<file path="config.mk">
export PLATFORM = sky130hd
export DESIGN_NAME = asbp_host
export DESIGN_NICKNAME = d
export VERILOG_FILES = /design/src/asbp_pkg.sv /design/src/asbp_pins_if.sv /design/src/asbp_host.sv /design/src/asbp_pin_reg.sv
export SDC_FILE = /design/constraint.sdc
export NUM_CORES = 1
export LEC_CHECK = 0
export ABC_AREA = 1
export BUFFER_PORTS_ARGS = -buffer_cell sky130_fd_sc_hd__buf_2
export CAP_MARGIN = 5
export CORE_UTILIZATION = 50
export DETAILED_ROUTE_END_ITERATION = 12
export PLACE_DENSITY = 0.75
export REMOVE_ABC_BUFFERS = 1
export SKIP_CTS_REPAIR_TIMING = 1
export SYNTH_ARGS = -nofsm -noshare
export SYNTH_HDL_FRONTEND = slang
export SYNTH_SLANG_ARGS = --single-unit
</file>
<file path="constraint.sdc">
create_clock -name sys_clk -period 2.5 [get_ports sys_clk]
set_input_delay 0.375 -clock sys_clk [delete_from_list [all_inputs] [get_ports sys_clk]]
set_output_delay 0.375 -clock sys_clk [all_outputs]
set_load 0.01 [all_outputs]
</file>
<file path="src/asbp_pkg.sv">
// constants for the byte-wide static memory host controller
package asbp_pkg;
   // geometry of the memory
   localparam int ADDR_W = 17;
   localparam int DATA_W = 8;
   localparam int WORDS  = 131072;
   // clock period in picoseconds (25 MHz)
   localparam int CLK_PS = 40000;
   // pin timings in ns
   localparam int READ_CYCLE_MIN_NS       = 45;
   localparam int ADDRESS_ACCESS_DELAY_NS = 45;
   localparam int SELECT_ACCESS_DELAY_NS  = 45;
   localparam int OE_ACCESS_DELAY_NS      = 15;
   localparam int OE_FLOAT_DELAY_NS       = 15;
   localparam int STROBE_TO_FLOAT_DELAY_NS = 15;
   localparam int STROBE_PULSE_WIDTH_NS   = 35;
   localparam int DATA_SETUP_NS           = 20;
   // least times rounded up to whole cycles, never below one
   function automatic int cyc_up(input int ns);
      int c;
      c = (ns * 1000 + CLK_PS - 1) / CLK_PS;
      return (c < 1) ? 1 : c;
   endfunction : cyc_up
   localparam int READ_CYC   = cyc_up(READ_CYCLE_MIN_NS);
   localparam int ACCESS_CYC = cyc_up(ADDRESS_ACCESS_DELAY_NS > SELECT_ACCESS_DELAY_NS ?
                                      ADDRESS_ACCESS_DELAY_NS : SELECT_ACCESS_DELAY_NS);
   localparam int FLOAT_CYC  = cyc_up(STROBE_TO_FLOAT_DELAY_NS);
   localparam int PULSE_CYC  = cyc_up(STROBE_PULSE_WIDTH_NS);
   localparam int SETUP_CYC  = cyc_up(DATA_SETUP_NS);
   localparam int RECOV_CYC  = cyc_up(OE_FLOAT_DELAY_NS);
   localparam int CNT_W      = 4;
   // write styles
   typedef enum logic {
      ASBP_WR_STROBE,
      ASBP_WR_SELECT
   } asbp_wstyle_t;
endpackage : asbp_pkg

</file>
<file path="src/asbp_pins_if.sv">
// memory pin bundle between the sequencer and the pin driver
`timescale 1ns/1ps
interface asbp_pins_if;
   logic [asbp_pkg::ADDR_W-1:0] addr;      // address
   logic [asbp_pkg::DATA_W-1:0] wdata;     // write data
   logic                        sel_n;     // low-active select
   logic                        sel_h;     // high-active select
   logic                        strobe_n;  // write strobe
   logic                        oe_n;      // output enable
   logic                        drive;     // data bus drive request
   modport seq (output addr, wdata, sel_n, sel_h, strobe_n, oe_n, drive);
   modport drv (input  addr, wdata, sel_n, sel_h, strobe_n, oe_n, drive);
endinterface : asbp_pins_if

</file>
<file path="src/asbp_host.sv">
// host controller driving an asynchronous byte-wide static memory
//
// Notes on behaviour
// - new read address no faster than read cycle
// - select read: oe, strobe, address held stable
// - strobe write ends on strobe rising
// - wait float delay before driving write data
// - select write ends when select deasserts
`timescale 1ns/1ps
module asbp_host #(
   parameter int ADDR_W = asbp_pkg::ADDR_W,
   parameter int DATA_W = asbp_pkg::DATA_W
) (
   // clock and reset
   input  wire logic              sys_clk,
   input  wire logic              rst_n,
   // user request
   input  wire logic              req_valid,
   input  wire logic              req_write,
   input  wire logic              req_select_style,
   input  wire logic [ADDR_W-1:0] req_addr,
   input  wire logic [DATA_W-1:0] req_wdata,
   output logic                   req_ready,
   // user answer
   output logic                   rsp_valid,
   output logic [DATA_W-1:0]      rsp_rdata,
   // memory pins
   output logic [ADDR_W-1:0]      mem_addr,
   output logic                   mem_select_low_active_n,
   output logic                   mem_select_high_active,
   output logic                   mem_write_strobe_n,
   output logic                   mem_output_enable_n,
   output logic [DATA_W-1:0]      mem_dq_out,
   output logic                   mem_dq_oe,
   input  wire logic [DATA_W-1:0] mem_dq_in
);
   // widths must match the memory geometry
   if (ADDR_W != asbp_pkg::ADDR_W || DATA_W != asbp_pkg::DATA_W) begin : g_chk
      $error("asbp_host: widths must match the memory geometry");
   end

   typedef enum logic [2:0] {
      ASBP_IDLE,
      ASBP_RD_ACCESS,
      ASBP_RD_HOLD,
      ASBP_WR_FLOAT,
      ASBP_WR_PULSE,
      ASBP_WR_END,
      ASBP_RECOVER
   } asbp_state_t;

   asbp_state_t                      state_ff;     // sequencer state
   logic [asbp_pkg::CNT_W-1:0]       cnt_ff;       // cycles left in a phase
   logic [ADDR_W-1:0]                addr_ff;      // address held for the cycle
   logic [DATA_W-1:0]                wdata_ff;     // write data held for the cycle
   asbp_pkg::asbp_wstyle_t           style_ff;     // how the write ends
   logic                             sel_ff;       // both selects asserted
   logic                             strobe_ff;    // write strobe asserted
   logic                             oe_ff;        // output enable asserted
   logic                             drive_ff;     // host drives the data bus
   logic                             capture_ff;   // sample read data next edge
   logic                             ready_ff;     // accept a request

   asbp_pins_if pins ();

   // phase lengths sized to the counter
   function automatic logic [asbp_pkg::CNT_W-1:0] len(input int c);
      return asbp_pkg::CNT_W'(c - 1);
   endfunction : len

   // sequencer: one access at a time, each with its pin phases timed
   always_ff @(posedge sys_clk or negedge rst_n) begin
      if (!rst_n) begin
         state_ff <= ASBP_IDLE;
         cnt_ff   <= '0;
      end else begin
         unique case (state_ff)
            ASBP_IDLE: begin
               if (req_valid && ready_ff) begin
                  // writes start with the strobe, float wait before data
                  state_ff <= req_write ? ASBP_WR_FLOAT : ASBP_RD_ACCESS;
                  cnt_ff   <= req_write ? len(asbp_pkg::FLOAT_CYC)
                                        : len(asbp_pkg::ACCESS_CYC + 1);
               end
            end
            ASBP_RD_ACCESS: begin
               // pins stand still until the slowest access has elapsed
               if (cnt_ff == '0) begin
                  state_ff <= ASBP_RD_HOLD;
                  cnt_ff   <= '0;
               end else begin
                  cnt_ff <= cnt_ff - 1'b1;
               end
            end
            ASBP_RD_HOLD: begin
               state_ff <= ASBP_RECOVER;
               cnt_ff   <= len(asbp_pkg::RECOV_CYC);
            end
            ASBP_WR_FLOAT: begin
               if (cnt_ff == '0) begin
                  state_ff <= ASBP_WR_PULSE;
                  cnt_ff   <= len(asbp_pkg::PULSE_CYC > asbp_pkg::SETUP_CYC ?
                                  asbp_pkg::PULSE_CYC : asbp_pkg::SETUP_CYC);
               end else begin
                  cnt_ff <= cnt_ff - 1'b1;
               end
            end
            ASBP_WR_PULSE: begin
               if (cnt_ff == '0) begin
                  state_ff <= ASBP_WR_END;
               end else begin
                  cnt_ff <= cnt_ff - 1'b1;
               end
            end
            ASBP_WR_END: begin
               // data held one more edge: zero hold after the ending edge
               state_ff <= ASBP_RECOVER;
               cnt_ff   <= len(asbp_pkg::READ_CYC);
            end
            ASBP_RECOVER: begin
               if (cnt_ff == '0) begin
                  state_ff <= ASBP_IDLE;
               end else begin
                  cnt_ff <= cnt_ff - 1'b1;
               end
            end
            default: begin
               state_ff <= ASBP_IDLE;
            end
         endcase
      end
   end

   // request capture: address and data frozen for the whole access
   always_ff @(posedge sys_clk or negedge rst_n) begin
      if (!rst_n) begin
         addr_ff  <= '0;
         wdata_ff <= '0;
         style_ff <= asbp_pkg::ASBP_WR_STROBE;
      end else if (state_ff == ASBP_IDLE && req_valid && ready_ff) begin
         addr_ff  <= req_addr;
         wdata_ff <= req_wdata;
         style_ff <= req_select_style ? asbp_pkg::ASBP_WR_SELECT : asbp_pkg::ASBP_WR_STROBE;
      end
   end

   // select pins: asserted for the whole access, dropped to end a select write
   always_ff @(posedge sys_clk or negedge rst_n) begin
      if (!rst_n) begin
         sel_ff <= 1'b0;
      end else if (state_ff == ASBP_IDLE) begin
         sel_ff <= req_valid && ready_ff;
      end else if (state_ff == ASBP_WR_PULSE && cnt_ff == '0
                   && style_ff == asbp_pkg::ASBP_WR_SELECT) begin
         sel_ff <= 1'b0;
      end else if (state_ff == ASBP_WR_END || state_ff == ASBP_RD_HOLD) begin
         sel_ff <= 1'b0;
      end
   end

   // write strobe: falls first, rises to end a strobe write
   always_ff @(posedge sys_clk or negedge rst_n) begin
      if (!rst_n) begin
         strobe_ff <= 1'b0;
      end else if (state_ff == ASBP_IDLE) begin
         strobe_ff <= req_valid && ready_ff && req_write;
      end else if (state_ff == ASBP_WR_PULSE && cnt_ff == '0) begin
         strobe_ff <= style_ff == asbp_pkg::ASBP_WR_SELECT;
      end else if (state_ff == ASBP_WR_END) begin
         strobe_ff <= 1'b0;
      end
   end

   // output enable: only for reads, held with the selects
   always_ff @(posedge sys_clk or negedge rst_n) begin
      if (!rst_n) begin
         oe_ff <= 1'b0;
      end else if (state_ff == ASBP_IDLE) begin
         oe_ff <= req_valid && ready_ff && !req_write;
      end else if (state_ff == ASBP_RD_HOLD) begin
         oe_ff <= 1'b0;
      end
   end

   // bus drive: only after the memory has floated, kept through the end edge
   always_ff @(posedge sys_clk or negedge rst_n) begin
      if (!rst_n) begin
         drive_ff <= 1'b0;
      end else if (state_ff == ASBP_WR_FLOAT && cnt_ff == '0) begin
         drive_ff <= 1'b1;
      end else if (state_ff == ASBP_WR_END) begin
         drive_ff <= 1'b0;
      end
   end

   // read capture: pins lag one flop, so sample one edge after hold entry
   always_ff @(posedge sys_clk or negedge rst_n) begin
      if (!rst_n) begin
         capture_ff <= 1'b0;
         rsp_valid  <= 1'b0;
         rsp_rdata  <= '0;
      end else begin
         capture_ff <= state_ff == ASBP_RD_ACCESS && cnt_ff == '0;
         rsp_valid  <= capture_ff;
         if (capture_ff) begin
            rsp_rdata <= mem_dq_in;
         end
      end
   end

   // ready only when idle and no request taken this edge; spacing meets cycle time
   always_ff @(posedge sys_clk or negedge rst_n) begin
      if (!rst_n) begin
         ready_ff <= 1'b0;
      end else begin
         ready_ff <= (state_ff == ASBP_IDLE && !(req_valid && ready_ff))
                     || (state_ff == ASBP_RECOVER && cnt_ff == '0);
      end
   end
   assign req_ready = ready_ff;

   // pin bundle; the memory itself needs no clock, only these levels
   assign pins.addr     = addr_ff;
   assign pins.wdata    = wdata_ff;
   assign pins.sel_n    = !sel_ff;
   assign pins.sel_h    = sel_ff;
   assign pins.strobe_n = !strobe_ff;
   assign pins.oe_n     = !oe_ff;
   assign pins.drive    = drive_ff;

   // pin flops
   asbp_pin_reg u_pins (
      .sys_clk                 (sys_clk),
      .rst_n                   (rst_n),
      .pins                    (pins),
      .mem_addr                (mem_addr),
      .mem_select_low_active_n (mem_select_low_active_n),
      .mem_select_high_active  (mem_select_high_active),
      .mem_strobe_n            (mem_write_strobe_n),
      .mem_oe_n                (mem_output_enable_n),
      .mem_dq_out              (mem_dq_out),
      .mem_dq_oe               (mem_dq_oe)
   );
endmodule : asbp_host

</file>
<file path="src/asbp_pin_reg.sv">
// output flops for every memory pin so the pins come straight from registers
`timescale 1ns/1ps
module asbp_pin_reg (
   // clock and reset
   input  wire logic                         sys_clk,
   input  wire logic                         rst_n,
   // from sequencer
   asbp_pins_if.drv                          pins,
   // to memory pins
   output logic [asbp_pkg::ADDR_W-1:0]       mem_addr,
   output logic                              mem_select_low_active_n,
   output logic                              mem_select_high_active,
   output logic                              mem_strobe_n,
   output logic                              mem_oe_n,
   output logic [asbp_pkg::DATA_W-1:0]       mem_dq_out,
   output logic                              mem_dq_oe
);
   // all pins idle: deselected, strobe and enable high, bus released
   always_ff @(posedge sys_clk or negedge rst_n) begin
      if (!rst_n) begin
         mem_addr                <= '0;
         mem_select_low_active_n <= 1'b1;
         mem_select_high_active  <= 1'b0;
         mem_strobe_n            <= 1'b1;
         mem_oe_n                <= 1'b1;
         mem_dq_out              <= '0;
         mem_dq_oe               <= 1'b0;
      end else begin
         mem_addr                <= pins.addr;
         mem_select_low_active_n <= pins.sel_n;
         mem_select_high_active  <= pins.sel_h;
         mem_strobe_n            <= pins.strobe_n;
         mem_oe_n                <= pins.oe_n;
         mem_dq_out              <= pins.wdata;
         mem_dq_oe               <= pins.drive;
      end
   end
endmodule : asbp_pin_reg

</file>
==> impl_metrics.ini, run 1 <==
[run_status]
outcome = complete, no violations

[final_layout]
fin_area_um2 = 3480
final_nets = 385
final_cell_mix = 111 x nand2_1, 76 x buf_2, 75 x dfrtp_1
fin_util = 0.632
drive_gt1_frac = 0.336
area_growth_pct = 22.3
antenna_cells = 0
final_common_cell = nand2_1

[cts]
cts_tree = built
cts_inserted_buffers = 9
clock-root-buffer = clkbuf_8
clock_latency_ps = 350
clk_pin_slew_worst_paths_ps = 80
htree_levels = 3
clk_path_buf_depth = 2
cts_sinks = 78

[logic_synthesis]
ys_seq_elements = 78
avgSynthCellArea_um2 = 10.8
syn-cell-area_um2 = 2850
ys_seq_area_frac = 0.687
netlist_instances = 263
yosys_warnings = 0
ys_types = 26

[die]
start_util = 0.517
ios = 78
die_y_um = 77.5
die_w_um = 77.5
core_area_um2 = 5510
row_count = 27
die-area_um2 = 6000

[timing]
final-hold-violation-count = 0
finClkSkew_ps = 10.3
period_share = 0.650
relSlewSlack = 0.617
tightest_slew_ps = 574
tns_ps = 0
finalSetupViolCount = 0
max_freq_ghz = 0.616
maxSlewViolCount = 0
fin_crit_ps = 1620
rsz0062_at_grt = false
fin_hold_ws_ps = 13.5

[setup_path]
critPathSlowestCell = dfrtp_1
cp.arrival_ps = 1850
path_max_fanout = 28
crit_type = register to register
worst-path-buf-inv = 1
critPathCaptureType = register
crit_family = simple AND/OR/NAND/NOR gates
startpoint_type = register
critical_path.cell_chain = nor2_4 > nand2_2 > nor2_8 > inv_4 > nand2_1 > nand2_1
crit_cells = 6
r2r_cells = 6
endpoint = pins.wdata[5]
r2r_end = pins.wdata[5]
crit_start = state_ff[1]
crit_required_ps = 2730
max_stage_delay_ps = 500
crit_path_frequent_cell = nand2_1
regToRegSetupSlack_ps = 880
worstReg2RegStart = state_ff[1]

[placed_design]
hpwl_mm = 3.52
dpl-instance-area_um2 = 3280
io_buffers = 77
gp_congestion = 0.914

[power]
p_per_area_nw_per_um2 = 1280
ir_drop_v = 0.000542
p_leak_uw = 0.00191

[route]
drc_errors = 0
drt_pre_antenna_iters = 4
wl_per_cell_um = 11.8
drt_wl_total_mm = 4.98
ant_nets = 0
viasPerCell = 4.73
vias = 2002
drtIter0Drc = 102

[grt]
grt_use_total = 0.188
antenna_found_initial = 0
grt_max_degree = 50
grt_pass1_wl_mm = 8.45
grt_pass1_vias = 1933
gr-total-overflow = 0

[job]
maxCapViolCount = 0

[min_path]
min_path_type = primary input to async pin
-- power by group --
group	switching [uW]	internal [uW]
registers	285	1830
clock network	436	490
logic	841	580
-- per-stage QoR --
step	cells	power [uW]	setup slack, ps
3_5_place_dp	407	3580	884
6_report	423	4460	876
3_3_place_gp	407	3520	945
4_1_cts	423	4510	864
5_1_grt	423	4810	738
2_1_floorplan	256	3030	1140
-- routing by layer --
layer / up-vias / global-route usage / share of wire
met5: - / 0 / 0
li1: 991 / - / -
met4: 0 / 0.104 / 0.026
met3: 14 / 0.0541 / 0.058
met2: 68 / 0.301 / 0.46
met1: 929 / 0.229 / 0.46
-- worst min-delay path by stage --
stage                           end  slack (ps)  cells after the start
2_1_floorplan            addr_ff[0]          80                      0
3_3_place_gp   u_pins.mem_dq_out[0]         360                      0
3_5_place_dp    u_pins.mem_addr[15]         360                      0
4_1_cts         u_pins.mem_addr[12]          30                      1
5_1_grt         u_pins.mem_addr[12]          60                      1
6_report        u_pins.mem_addr[12]          10                      1
-- logic make-up after synthesis --
kind of cell	after synthesis	share of synthesized area
and+or+nand+nor	140	0.207
buffers and inverters	21	0.0395
muxes	8	0.0316
adders and majority gates	1	0.00439
xor gates and xnor gates	1	0.00308
AOI/OAI and AO/OA	14	0.0277
DFF	78	0.687
-- synthesized netlist by cell type, drive strengths merged --
| cell type | instances | area, um2 |
|---|---|---|
| nand3 | 12 | 60.1 |
| xor2 | 1 | 8.76 |
| a21oi | 4 | 20.0 |
| buf | 6 | 53.8 |
| dfstp | 3 | 78.8 |
| nand4 | 2 | 12.5 |
| or2 | 1 | 6.26 |
| clkbuf | 1 | 3.75 |
| inv | 14 | 55.1 |
| nor2 | 12 | 81.3 |
| dfrtp | 75 | 1880 |
| o21ai | 8 | 40.0 |
| nand2 | 113 | 429 |
| ha | 1 | 12.5 |
| mux2 | 8 | 90.1 |
| o22ai | 2 | 18.8 |
-- flip-flops by register name (all words and copies together) (netlist names), 3 cells and up --
name / flops
addr_ff: 17
u_pins.mem_addr: 17
pins.wdata: 8
rsp_rdata: 8
u_pins.mem_dq_out: 8
cnt_ff: 4
state_ff: 3
-- cell type report --
| type | instances | area [um2] |
|---|---|---|
| fillers | 453 | 2020 |
| flip-flops and latches | 78 | 1960 |
| multi-input cells | 164 | 779 |
| repair buffers | 79 | 403 |
| clock buffers | 11 | 141 |
| well taps | 72 | 90.1 |
| clock inverters | 5 | 57.6 |
| inverters | 14 | 55.1 |
Power figures use the tool's default switching activity.
==> run 2, diff against run 1 <==
clock period = 1.68 ns   (was 2.5 ns; I/O delays follow)
==> impl_metrics.ini, run 2 (synthesis gave the netlist of run 1 again) <==
[route]
drt_wl_total_mm = 5.24
vias = 2067
drt_pre_antenna_iters = 4
viasPerCell = 4.84
drc_errors = 0
wl_per_cell_um = 12.3
ant_nets = 0
drtIter0Drc = 128

[setup_path]
crit_required_ps = 1900
startpoint_type = register
cp.arrival_ps = 1750
critPathCaptureType = register
path_max_fanout = 5
crit_type = register to register

[power]
switching_share = 0.352
p_int_uw = 4340
seq_power_share = 0.472
clock_power_share = 0.206
ir_drop_v = 0.000904
p_leak_uw = 0.00193
pwr-share-comb = 0.322
p_per_area_nw_per_um2 = 1900
p_total_uw = 6700
power_switching_uw = 2360

[die]
die_w_um = 77.5
die-area_um2 = 6000
row_count = 27
ios = 78
die_y_um = 77.5
start_util = 0.517
core_area_um2 = 5510

[final_layout]
nFillCells = 431
final_nets = 389
antenna_cells = 0
largest_registers = addr_ff x17, u_pins.mem_addr x17
fin_util = 0.641
final_common_cell = nand2_1
area_growth_pct = 24.0
drive_gt1_frac = 0.341
final_cell_mix = 111 x nand2_1, 76 x buf_2, 75 x dfrtp_1

[timing]
final-hold-violation-count = 0
relSlewSlack = 0.708
tightest_slew_ps = 438
finalSetupViolCount = 0
period_share = 0.910
finClkSkew_ps = 7.93
rsz0062_at_grt = false
setup_slack_ps = 151
max_freq_ghz = 0.654
tns_ps = 0
maxSlewViolCount = 0
fin_crit_ps = 1530

[cts]
clock-root-buffer = clkbuf_8
clk_pin_slew_worst_paths_ps = 80
cts_inserted_buffers = 9
htree_levels = 3
cts_tree = built
clk_path_buf_depth = 2
clock_latency_ps = 330
cts_sinks = 78

[placed_design]
gp_congestion = 0.886
place_ws_ps = 155
io_buffers = 77
hpwl_mm = 3.56

[run_status]
outcome = complete, no violations

[grt]
grt_max_degree = 38
grtUsageMet2 = 0.315
gr-total-overflow = 0
grt_busiest_layer = met2
grt_pass1_wl_mm = 9.00
met1_usage = 0.247
antenna_found_initial = 0
use_met3 = 0.0518
grt_pass1_vias = 2031
grt_use_total = 0.195

[job]
maxCapViolCount = 0

[min_path]
min_path_type = primary input to register
==> run 2: changes by cell type in the layout (fill, tap and decap cells not counted) <==
cell           before  now
buf_4               3    5
clkinv_2            2    0
buf_12              0    1
clkbuf_1            1    2
clkinvlp_4          0    1
dlygate4sd3_1       0    1
ha_1                1    0
ha_2                0    1
==> run 2: power by group through the flow <==
stage | logic [uW] | registers, uW | clock network [uW]
final | 2160 | 3160 | 1380
after global routing | 2440 | 3260 | 1520
after CTS | 2170 | 3170 | 1430
after detailed placement | 2160 | 3200 | 0
after global placement | 2110 | 3160 | 0
after floorplan | 1160 | 3350 | 0
==> run 2: critical path: stages (launching register included) <==
cell,delay (ps)
dfrtp_1,400
inv_1,130
ha_2,230
nand2_1,70
nor2_2,190
nand2_1,120
nand2_1,120
nor2_4,50
nand2_1,60
nand2_1,60
==> run 2: final timing paths <==
kind	from	endpoint	slack, ps	cells after the start
max in group asynchronous	rst_n	addr_ff[8]	720	3
min in group asynchronous	rst_n	u_pins.mem_addr[13]	410	2
hold / removal	req_addr[0]	addr_ff[0]	110	3
setup reg to reg	cnt_ff[0]	cnt_ff[2]	150	9
hold reg to reg	addr_ff[8]	u_pins.mem_addr[8]	380	0
setup / recovery	cnt_ff[0]	cnt_ff[2]	150	9
==> run 2: area by class of cell <==
type	instances	area [um2]	share of cell area
sequential	78	1960	0.554
multi-input combinational	164	782	0.221
timing repair buffer	83	448	0.127
clock buffer	12	145	0.0411
tap	72	90.1	0.0255
clock inverter	4	55.1	0.0156
inverter	14	55.1	0.0156
==> run 2: through the flow <==
step | std cells | hold slack (ps) | cell area, um2
after detailed placement | 410 | 224 | 3320
after global placement | 410 | 224 | 3320
after CTS | 426 | -154 | 3520
after global routing | 427 | 105 | 3530
final | 427 | 112 | 3530
after floorplan | 256 | -43.6 | 2790
==> run 2: routing by layer <==
layer	up-vias	routed length (um)
met1	983	2410
met3	6	292
li1	998	-
met2	80	2470
met5	-	0
met4	0	68
==> run 3, diff against run 2 <==
CTS_BUF_LIST = sky130_fd_sc_hd__clkbuf_4 sky130_fd_sc_hd__clkbuf_8   (was unset)
==> impl_metrics.ini, run 3 (synthesis gave the netlist of run 1 again) <==
[power]
ir_drop_v = 0.000904
p_leak_uw = 0.00193
p_per_area_nw_per_um2 = 1900

[timing]
maxSlewViolCount = 0
relSlewSlack = 0.710
rsz0062_at_grt = false
final-hold-violation-count = 0
finalSetupViolCount = 0
fin_crit_ps = 1530
period_share = 0.909
tns_ps = 0
finClkSkew_ps = 7.49
tightest_slew_ps = 435
max_freq_ghz = 0.655

[cts]
htree_levels = 3
clock-root-buffer = clkbuf_8
cts_tree = built
cts_sinks = 78
cts_inserted_buffers = 9
clk_path_buf_depth = 2
clock_latency_ps = 330
clk_pin_slew_worst_paths_ps = 80

[grt]
gr-total-overflow = 0
grt_use_total = 0.194
grt_pass1_vias = 2026
grt_pass1_wl_mm = 9.00
antenna_found_initial = 0
grt_max_degree = 38

[placed_design]
dp_cells = 410
gp_congestion = 0.886
hpwl_mm = 3.56
io_buffers = 77

[setup_path]
crit_start = cnt_ff[0]
crit_type = register to register
crit_family = simple AND/OR/NAND/NOR gates
critPathCaptureType = register
cp.arrival_ps = 1750
regToRegSetupSlack_ps = 150
worstReg2RegStart = cnt_ff[0]
crit_required_ps = 1900
crit_path_frequent_cell = nand2_1
r2r_end = cnt_ff[2]
max_stage_delay_ps = 400
startpoint_type = register
critPathSlowestCell = dfrtp_1
path_max_fanout = 5
critical_path.cell_chain = inv_1 > ha_2 > nand2_1 > nor2_2 > nand2_1 > nand2_1 > nor2_4 > nand2_1 > nand2_1
worst-path-buf-inv = 1
r2r_cells = 9

[route]
vias = 2073
drt_wl_total_mm = 5.18
drtIter0Drc = 130
drc_errors = 0
ant_nets = 0
viasPerCell = 4.85
wl_per_cell_um = 12.1
drt_pre_antenna_iters = 4

[final_layout]
area_growth_pct = 24.3
final_common_cell = nand2_1
final_nets = 389
drive_gt1_frac = 0.346
antenna_cells = 0
final_cell_mix = 111 x nand2_1, 76 x buf_2, 75 x dfrtp_1
finalNonFillerCells = 427
largest_registers = addr_ff x17, u_pins.mem_addr x17

[die]
core_area_um2 = 5510
start_util = 0.517
die_w_um = 77.5
ios = 78
die-area_um2 = 6000
die_y_um = 77.5
row_count = 27

[job]
maxCapViolCount = 0

[run_status]
outcome = complete, no violations

[min_path]
min_from = req_wdata[2]
holdPathEnd = pins.wdata[2]
min_path_type = primary input to register
min_path_cells = 3
## run 3: cell counts in the layout (fill, tap and decap cells not counted)
No cell type changed its count.
## run 3: how the worst max path moves through the flow
stage | end | slack, ps | cells after the start
2_1_floorplan | cnt_ff[0] | 320 | 9
3_3_place_gp | cnt_ff[2] | 220 | 9
3_5_place_dp | cnt_ff[2] | 160 | 9
4_1_cts | cnt_ff[2] | 130 | 9
5_1_grt | cnt_ff[2] | 10 | 9
6_report | cnt_ff[2] | 150 | 9
## run 3: area by class of cell
type	instances	area [um2]
clock buffers	12	153
clock inverters	4	55.1
fillers	428	1970
inverters	14	55.1
multi-input cells	164	782
flip-flops and latches	78	1960
well taps	72	90.1
repair buffers	83	448
## run 3: metal layers
layer / global-route usage / up-vias / part of all wire
met2: 0.314 / 86 / 0.48
met1: 0.246 / 980 / 0.45
met3: 0.0518 / 6 / 0.057
met4: 0.0868 / 0 / 0.013
met5: 0 / - / 0
li1: - / 1001 / -
## run 3: tightest hold or removal path, stage by stage
cell     delay [ps]
buf_2            70
nand2_1          40
nand2_1          50
## run 3: power breakdown
part	switching (uW)	leakage, uW	total [uW]	internal (uW)
registers	439	0.000976	3160	2720
logic	1270	0.000855	2160	884
clock network	643	0.000104	1410	769
total	2350	0.00193	6730	4380
## run 3: through the flow
step	setup slack (ps)	util	hold WS, ps	instance area, um2	power [uW]
2_1_floorplan	317	-	-43.6	2790	4510
3_3_place_gp	220	0.603	224	3320	5270
3_5_place_dp	155	0.603	224	3320	5360
4_1_cts	130	0.640	-156	3530	6800
5_1_grt	13.4	0.643	105	3540	7250
6_report	152	0.643	113	3540	6730
